**config.mk**
```make
export PLATFORM = sky130hd
export DESIGN_NAME = pld_lock_detector
export DESIGN_NICKNAME = d
export VERILOG_FILES = /design/src/shared/pld_pkg.sv /design/src/hw/pld_lock_detector.sv
export VERILOG_INCLUDE_DIRS = /design/src /design/src/shared
export SDC_FILE = /design/constraint.sdc
export NUM_CORES = 1
export LEC_CHECK = 0
export BUFFER_PORTS_ARGS = -buffer_cell sky130_fd_sc_hd__clkbuf_2
export CAP_MARGIN = 5
export CORE_ASPECT_RATIO = 1.5
export CORE_MARGIN = 5
export CORE_UTILIZATION = 62
export CTS_BUF_LIST = sky130_fd_sc_hd__clkbuf_8 sky130_fd_sc_hd__clkbuf_16
export CTS_CLUSTER_SIZE = 25
export DETAILED_ROUTE_END_ITERATION = 10
export PLACE_DENSITY = 0.81
export SLEW_MARGIN = 20
export SYNTH_ARGS = -nofsm -noshare
export SYNTH_HDL_FRONTEND = slang
export SYNTH_SLANG_ARGS = --single-unit
```
**constraint.sdc**
```tcl
create_clock -name sys_clk -period 7.6 [get_ports sys_clk]
set_input_delay 1.52 -clock sys_clk [delete_from_list [all_inputs] [get_ports sys_clk]]
set_output_delay 1.52 -clock sys_clk [all_outputs]
set_load 0.01 [all_outputs]
```
**src/shared/pld_params.svh**
```systemverilog
// Offsets, field positions, reset values and scaling constants of the lock detector
`ifndef PLD_PARAMS_SVH
`define PLD_PARAMS_SVH

// Register offsets on the plain register port
`define PLD_CFG_OFS 8'h00
`define PLD_STATUS_OFS 8'h04
`define PLD_IRQ_STATUS_OFS 8'h08
`define PLD_IRQ_MASK_OFS 8'h0C

// Reset values
`define PLD_CFG_RST 15'h0000
`define PLD_IRQ_MASK_RST 2'h0

// Field positions in the configuration and status words
`define PLD_MODE_BIT 14
`define PLD_STATUS_LOCK_BIT 7

// Interrupt status bit positions
`define PLD_IRQ_GAIN_BIT 0
`define PLD_IRQ_LOSS_BIT 1

// Integrator scaling: full scale, hysteresis thresholds and base charge step
`define PLD_INTEG_MAX 20'hFFFFF
`define PLD_INTEG_UPPER 20'hC0000
`define PLD_INTEG_LOWER 20'h40000
`define PLD_CHARGE_BASE 20'h00800

`endif

```
**src/shared/pld_pkg.sv**
```systemverilog
// Types shared by the lock detector design
package pld_pkg;

    // Configuration word split into its fields (digital and integrating views overlap)
    typedef struct packed {
        logic       mode;         // 0 digital, 1 integrating
        logic       rsvd;         // Reserved bit 13
        logic [1:0] loss_mult;    // Window widening while locked
        logic [2:0] lock_window;  // Base error window width
        logic [2:0] loss_thresh;  // Consecutive misses to drop lock
        logic [4:0] lock_thresh;  // Consecutive hits to gain lock
    } pld_cfg_s;

    // Phase comparison tracker
    typedef enum logic [1:0] {
        PLD_PH_IDLE,
        PLD_PH_REF_FIRST,
        PLD_PH_FB_FIRST
    } pld_phase_e;

endpackage

```
**src/hw/pld_lock_detector.sv**
```systemverilog
// Lock detector comparing reference and feedback divider clocks, with register port
`include "pld_params.svh"

// Operation
// - Bit 14 clear selects digital detection
// - Phase error: time between rising edges
// - In-window or miss pulse per comparison
// - Lock after threshold consecutive in-window pulses
// - Unlock after loss threshold consecutive misses
// - Unlocked: window from lock window field
// - Locked: window widened by multiplier field
// - Bit 14 set selects integrating detection
// - Error pulse: first edge to other edge
// - Integrator rises when pulse low, falls high
// - Lock above upper, unlock below lower
// - Bits 3-0 set charge rate
// - Bits 6-4 set larger discharge rate
// - Lock level visible in status register
// - Status lock bit readable any time
module pld_lock_detector #(
    parameter int ERR_W = 8,   // Width of the phase error counter
    parameter int RUN_W = 5,   // Width of the run counters
    parameter int INTEG_W = 20 // Width of the integrator
) (
    input wire logic sys_clk,        // System clock, 50 MHz
    input wire logic rst,            // Synchronous reset, active high
    input wire logic ref_div_clk,    // Reference divider output, asynchronous
    input wire logic fb_div_clk,     // Feedback divider output, asynchronous
    input wire logic [7:0] reg_addr, // Register byte address
    input wire logic [15:0] reg_wdata, // Register write data
    input wire logic reg_wr,         // Write strobe
    input wire logic reg_rd,         // Read strobe
    output logic [15:0] reg_rdata,   // Read data, valid the cycle after reg_rd
    output logic lock_out,           // Lock level
    output logic irq                 // Level interrupt
);

    // Divider clock synchronisers; stage one feeds only stage two
    logic ref_s1, ref_s2, ref_s3;
    logic fb_s1, fb_s2, fb_s3;
    logic ref_rise, fb_rise;

    // Software state
    logic [14:0] cfg_word, next_cfg_word;       // Configuration word
    logic [1:0] irq_status, next_irq_status;    // Sticky events
    logic [1:0] irq_mask, next_irq_mask;        // Interrupt enables
    logic [15:0] next_reg_rdata;                // Read data to register
    logic next_irq;                             // Interrupt to register
    pld_pkg::pld_cfg_s cfg;                     // Field view of cfg_word

    // Detector state
    pld_pkg::pld_phase_e ph, next_ph;           // Comparison tracker
    logic [ERR_W-1:0] err_cnt, next_err_cnt;    // Cycles since first edge
    logic [RUN_W-1:0] in_run, next_in_run;      // Consecutive in-window pulses
    logic [RUN_W-1:0] out_run, next_out_run;    // Consecutive misses
    logic [INTEG_W-1:0] integ, next_integ;      // Capacitor model
    logic next_lock;                            // Lock level to register
    logic in_window_pulse;                      // One-cycle hit
    logic window_miss_pulse;                    // One-cycle miss
    logic phase_err_high;                       // Integrating error pulse
    logic [ERR_W-1:0] win;                      // Current error window
    logic [INTEG_W-1:0] charge_step;            // Integrator rise per cycle
    logic [INTEG_W-1:0] discharge_step;         // Integrator fall per cycle

    assign cfg = pld_pkg::pld_cfg_s'(cfg_word);

    // Edge detection reads stages two and three only
    assign ref_rise = ref_s2 & ~ref_s3;
    assign fb_rise = fb_s2 & ~fb_s3;

    // Synchroniser chain, no reset needed for metastability stages
    always_ff @(posedge sys_clk)
    begin
        ref_s1 <= ref_div_clk;
        ref_s2 <= ref_s1;
        ref_s3 <= ref_s2;
        fb_s1 <= fb_div_clk;
        fb_s2 <= fb_s1;
        fb_s3 <= fb_s2;
    end

    // Threshold of zero is treated as one so lock can never be instant
    function automatic logic [RUN_W:0] thresh_min1(input logic [RUN_W-1:0] t);
        thresh_min1 = (t == '0) ? (RUN_W+1)'(1) : {1'b0, t};
    endfunction

    // Window width: base field plus one, shifted by the multiplier while locked
    always_comb
    begin
        win = ERR_W'({1'b0, cfg.lock_window} + 4'h1);
        if (lock_out)
        begin
            win = win << cfg.loss_mult;
        end
    end

    // Integrator steps: a larger charge field up to 11 means a slower rise to the upper level; fields 11 to 15 all give a step of one
    always_comb
    begin
        charge_step = `PLD_CHARGE_BASE >> cfg_word[3:0];
        if (charge_step == '0)
        begin
            charge_step = INTEG_W'(1);
        end
        // Multiplier of field plus two keeps discharge strictly faster
        discharge_step = INTEG_W'(charge_step * ({2'h0, cfg_word[6:4]} + 5'h2));
    end

    // Phase tracker: the first edge opens a comparison, the other edge closes it
    always_comb
    begin
        logic other_rise;
        logic same_rise;
        other_rise = 1'b0;
        same_rise = 1'b0;
        next_ph = ph;
        next_err_cnt = err_cnt;
        in_window_pulse = 1'b0;
        window_miss_pulse = 1'b0;
        case (ph)
            pld_pkg::PLD_PH_IDLE:
            begin
                next_err_cnt = '0;
                if (ref_rise && fb_rise)
                begin
                    in_window_pulse = 1'b1;
                end
                else if (ref_rise)
                begin
                    next_ph = pld_pkg::PLD_PH_REF_FIRST;
                end
                else if (fb_rise)
                begin
                    next_ph = pld_pkg::PLD_PH_FB_FIRST;
                end
            end
            pld_pkg::PLD_PH_REF_FIRST, pld_pkg::PLD_PH_FB_FIRST:
            begin
                other_rise = (ph == pld_pkg::PLD_PH_REF_FIRST) ? fb_rise : ref_rise;
                same_rise = (ph == pld_pkg::PLD_PH_REF_FIRST) ? ref_rise : fb_rise;
                if (other_rise)
                begin
                    // Error measured in system clock cycles
                    in_window_pulse = (err_cnt < win);
                    window_miss_pulse = (err_cnt >= win);
                    next_err_cnt = '0;
                    next_ph = same_rise ? ph : pld_pkg::PLD_PH_IDLE;
                end
                else if (same_rise)
                begin
                    // A whole period passed with no partner edge: a clear miss
                    window_miss_pulse = 1'b1;
                    next_err_cnt = '0;
                end
                else if (err_cnt != '1)
                begin
                    next_err_cnt = err_cnt + ERR_W'(1);
                end
            end
            default:
            begin
                next_ph = pld_pkg::PLD_PH_IDLE;
                next_err_cnt = '0;
            end
        endcase
    end

    // Error pulse for the integrating method is high while a comparison is open
    assign phase_err_high = (ph != pld_pkg::PLD_PH_IDLE);

    // Lock decision for both methods
    always_comb
    begin
        next_lock = lock_out;
        next_in_run = in_run;
        next_out_run = out_run;
        next_integ = integ;
        if (!cfg.mode)
        begin
            // Digital method
            if (in_window_pulse)
            begin
                next_out_run = '0;
                if (in_run != '1)
                begin
                    next_in_run = in_run + RUN_W'(1);
                end
                if (!lock_out && ({1'b0, in_run} + 1'b1 >= thresh_min1(cfg.lock_thresh)))
                begin
                    next_lock = 1'b1;
                end
            end
            else if (window_miss_pulse)
            begin
                next_in_run = '0;
                if (out_run != '1)
                begin
                    next_out_run = out_run + RUN_W'(1);
                end
                if (lock_out && ({1'b0, out_run} + 1'b1 >=
                    thresh_min1(RUN_W'(cfg.loss_thresh))))
                begin
                    next_lock = 1'b0;
                end
            end
        end
        else
        begin
            // Integrating method with saturating accumulator
            if (!phase_err_high)
            begin
                next_integ = (integ > `PLD_INTEG_MAX - charge_step) ?
                    `PLD_INTEG_MAX : integ + charge_step;
            end
            else
            begin
                next_integ = (integ < discharge_step) ?
                    '0 : integ - discharge_step;
            end
            // Hysteresis between the two thresholds
            if (integ > `PLD_INTEG_UPPER)
            begin
                next_lock = 1'b1;
            end
            else if (integ < `PLD_INTEG_LOWER)
            begin
                next_lock = 1'b0;
            end
        end
    end

    // Register port: writes, sticky events, interrupt and registered read data
    always_comb
    begin
        logic [1:0] events;
        logic [1:0] clr;
        events = '0;
        clr = '0;
        next_cfg_word = cfg_word;
        next_irq_mask = irq_mask;
        next_reg_rdata = '0;
        events[`PLD_IRQ_GAIN_BIT] = next_lock & ~lock_out;
        events[`PLD_IRQ_LOSS_BIT] = ~next_lock & lock_out;
        if (reg_wr)
        begin
            case (reg_addr)
                `PLD_CFG_OFS: next_cfg_word = reg_wdata[14:0];
                `PLD_IRQ_STATUS_OFS: clr = reg_wdata[1:0];
                `PLD_IRQ_MASK_OFS: next_irq_mask = reg_wdata[1:0];
                default: ; // Unmapped writes are dropped
            endcase
        end
        // A new event beats a clear in the same cycle
        next_irq_status = (irq_status & ~clr) | events;
        next_irq = |(next_irq_status & next_irq_mask);
        if (reg_rd)
        begin
            case (reg_addr)
                `PLD_CFG_OFS: next_reg_rdata = {1'b0, cfg_word};
                `PLD_STATUS_OFS: next_reg_rdata[`PLD_STATUS_LOCK_BIT] = lock_out;
                `PLD_IRQ_STATUS_OFS: next_reg_rdata = {14'h0, irq_status};
                `PLD_IRQ_MASK_OFS: next_reg_rdata = {14'h0, irq_mask};
                default: next_reg_rdata = '0; // Unmapped reads return zero
            endcase
        end
    end

    // State registers
    always_ff @(posedge sys_clk)
    begin
        if (rst)
        begin
            ph <= pld_pkg::PLD_PH_IDLE;
            err_cnt <= '0;
            in_run <= '0;
            out_run <= '0;
            integ <= '0;
            lock_out <= 1'b0;
            cfg_word <= `PLD_CFG_RST;
            irq_status <= '0;
            irq_mask <= `PLD_IRQ_MASK_RST;
            irq <= 1'b0;
            reg_rdata <= '0;
        end
        else
        begin
            ph <= next_ph;
            err_cnt <= next_err_cnt;
            in_run <= next_in_run;
            out_run <= next_out_run;
            integ <= next_integ;
            lock_out <= next_lock;
            cfg_word <= next_cfg_word;
            irq_status <= next_irq_status;
            irq_mask <= next_irq_mask;
            irq <= next_irq;
            reg_rdata <= next_reg_rdata;
        end
    end
endmodule

```
==> flow_summary_export.csv <==
group,metric,value,unit
status,outcome,"complete, no violations",
floorplan,std_cell_rows,48,
clock_network,htree_levels,3,
clock_network,root_buffer,"clkbuf_16",
timing,tightest_slew,0.967,ns
job,drv_cap,0,
synthesis,synth_top_area_share,0.224,
timing,period_minus_slack,7.12,ns
finish,post-route-cell-area,7940,um2
global_routing,grt_use_total,0.264,
power,power.net_switching,268,uW
placed_design,place_area,7620,um2
route,drt_wl_total,18.4,mm
setup_path,reg2reg_slack,0.48,ns
synthesis,synth-edff-count,0,
route,drc,0,
clock_network,clock_latency,0.34,ns
setup_path,worstPathRequired,7.84,ns
finish,drive_gt1_frac,0.0911,
hold_path,min_path_cells,0,
finish,seq_area,1640,um2
global_routing,grt_max_degree,45,
floorplan,initial_utilization,0.635,
global_routing,grt_pass1_wl,30.5,mm
finish,final_cells,1094,
route,drt_first_pass_iters,5,
hold_path,hp-start,"ref_s1",
finish,fin_nets,1067,
setup_path,cp-end-kind,"flip-flop",
power,leakage,0.00352,uW
route,vias,6715,
placed_design,portBuffers,45,
route,avgViaCountPerCell,6.14,
floorplan,fp.dieArea,14100,um2
synthesis,synth_cell_types,80,
placed_design,placedCellCount,1078,
clock_network,ctsResizeCount,0,
synthesis,ys_seq_area_frac,0.224,
power,power.density,127,nW/um2
hold_path,hp-class,"reg -> reg",
floorplan,fp.dieW,98.8,um
clock_network,cts_buffers,9,
timing,worst_slack,0.483,ns
route,drtAntennaViolNets,0,
power,ir_worst_vdd,125,uV
timing,drv_slew,0,
setup_path,arrival,7.36,ns
finish,final_common_cell,"dfxtp_1",
global_routing,overflow,0,
power,power.share.switching,0.265,
synthesis,syn_area_per_cell,8.03,um2
finish,nFillCells,993,
setup_path,reg2reg_depth,23,
floorplan,coreArea,11500,um2
setup_path,reg2reg_to,"integ[17]",
finish,final_cell_mix,"dfxtp_1, nor2_1, ha_1",
timing,finalClockSkew,0.00624,ns
clock_network,cts_sinks,82,
placed_design,routabilityCongestion,0.880,
timing,fin_crit_sh,0.936,
clock_network,cts_max_path_buffers,2,
placed_design,dpl_worst_slack,0.672,ns
floorplan,ioPinCount,48,
synthesis,ys_ff_latch,82,
synthesis,yosys_warnings,0,
synthesis,yosysTopAreaCell,"dfxtp_1",
clock_network,path_clk_slew,0.07,ns
setup_path,worstPathMaxFanout,11,
clock_network,cts_setup_buffers,0,
synthesis,synthFlopType,"dfxtp_1",
hold_path,holdPathEnd,"ref_s2",
floorplan,die_y,143,um
synthesis,ys_async_sr_fraction,0,
global_routing,antenna_found_initial,0,
power,finalPower,1010,uW
setup_path,crit_start,"cfg[0]",
power,p_clk_frac,0.455,
setup_path,r2r-start,"cfg[0]",
finish,multi_input_area,5250,um2
power,p_int,743,uW
synthesis,syn-cell-area,7330,um2
synthesis,synth_cells,913,
route,wire_per_inst,16.8,um
finish,diodes,0,
setup_path,cp-start-kind,"flip-flop",
timing,finalSetupViolations,0,
placed_design,hpwl,14.0,mm
power,pwr-share-comb,0.105,
timing,slew_headroom,0.354,
route,drt_iter0_markers,374,
timing,finalHoldViolCount,0,
power,pwr-share-seq,0.441,
finish,area_growth,8.32,%
global_routing,grt_pass1_vias,6346,
synthesis,syn_nets,1041,
timing,fmax,0.141,GHz
clock_network,cts_tree,"yes",
setup_path,path_class,"reg -> reg",
synthesis,ys_top_cells_by_area,"dfxtp_1, ha_1, fa_1",
timing,grt_setup_unrepaired,"yes",
timing,fin_setup_tns,0,ns
[power groups by stage]
stage / Combinational, uW / Clock, uW / Sequential (uW)
after detailed placement: 103 / 0 / 455
final: 106 / 460 / 446
after global placement: 101 / 0 / 455
after floorplan: 81.1 / 0 / 451
after global routing: 119 / 488 / 447
after CTS: 105 / 463 / 446
[metal layers]
layer,global-route usage,share of wire,vias up
met1,0.287,0.38,3098
met2,0.493,0.53,218
met4,0.142,0.047,0
met5,0,0,-
met3,0.0318,0.042,64
li1,-,-,3335
[registers in the layout (all words and copies together) (netlist names), 2 cells and up]
signal / cells
reg_rdata: 15
cfg: 15
integ: 20
err_cnt: 8
irq_status: 2
ph: 2
in_run: 5
out_run: 5
irq_mask: 2
[cell usage after synthesis (all sizes together) (4+ instances only)]
library cell / number
dfxtp: 82
nor2: 80
ha: 76
inv: 75
nand2: 69
o21ai: 57
a21oi: 52
nor3: 34
and2: 32
clkbuf: 31
mux2i: 27
nand3: 23
xnor2: 23
fa: 22
nor4: 19
a21o: 15
nand2b: 14
xor2: 14
a31oi: 12
and3: 10
nor2b: 10
nand4: 9
o211ai: 9
o21a: 9
a211oi: 7
a221oi: 6
nor3b: 6
o21bai: 6
and4: 5
or4: 5
a2111oi: 4
buf: 4
o221ai: 4
o22ai: 4
o311a: 4
o31ai: 4
o32ai: 4
[through the flow]
step	hold WS (ns)	utilization
final	0.329	0.688
after global placement	0.311	0.661
after global routing	0.332	0.688
after detailed placement	0.314	0.661
after floorplan	0.310	-
after CTS	0.330	0.688
[worst max-delay path by stage]
stage | to | slack, ns | cells past startpoint
after floorplan | integ[2] | 1.56 | 25
after detailed placement | integ[17] | 0.67 | 23
after global routing | integ[17] | -0.02 | 23
after global placement | integ[17] | 0.79 | 23
after CTS | integ[17] | 0.62 | 23
final | integ[17] | 0.48 | 23
[critical path: stages (launching register included)]
cell and delay (ns):
dfxtp_1 0.54, nand2_1 0.21, a21oi_1 0.38, nand2_1 0.14, fa_1 0.52, fa_1 0.54
inv_1 0.07, fa_1 0.46, a21o_1 0.18, a21oi_1 0.21, nor2b_1 0.08, o21a_1 0.19
o41ai_1 0.53, o21ai_0 0.24, o22ai_1 0.24, xnor2_1 0.21, ha_1 0.31, inv_1 0.15
o21bai_1 0.12, a2111oi_0 0.46, o211ai_1 0.27, a31oi_1 0.56, o21ai_0 0.18, a32o_1 0.22
[final cells by class]
class	instances	share of cell area
Multi-Input combinational cell	720	0.661
Sequential cell	82	0.207
Inverter	76	0.0359
Timing Repair Buffer	50	0.0331
Clock buffer	10	0.0301
Tap cell	150	0.0236
Clock inverter	6	0.00899
[cell families (layout without fill, tap and decap cells)]
logic type | after synthesis | in the layout | share of synthesized area
and+or+nand+nor | 329 | 329 | 0.229
muxes | 29 | 29 | 0.0400
xor gates and xnor gates | 37 | 37 | 0.0442
other | 1 | 1 | 0.000512
DFF | 82 | 82 | 0.224
AOI/OAI and AO/OA | 226 | 226 | 0.212
buffers and inverters | 111 | 142 | 0.0605
adders and majority gates | 98 | 98 | 0.190
[timing repair]
item / in CTS / in global routing
setup endpoints to repair: 0 / 1
endpoints found under the hold margin: 0 / 0
hold buffers: 0 / 0
Note: power is estimated with default switching activity, not from simulation.
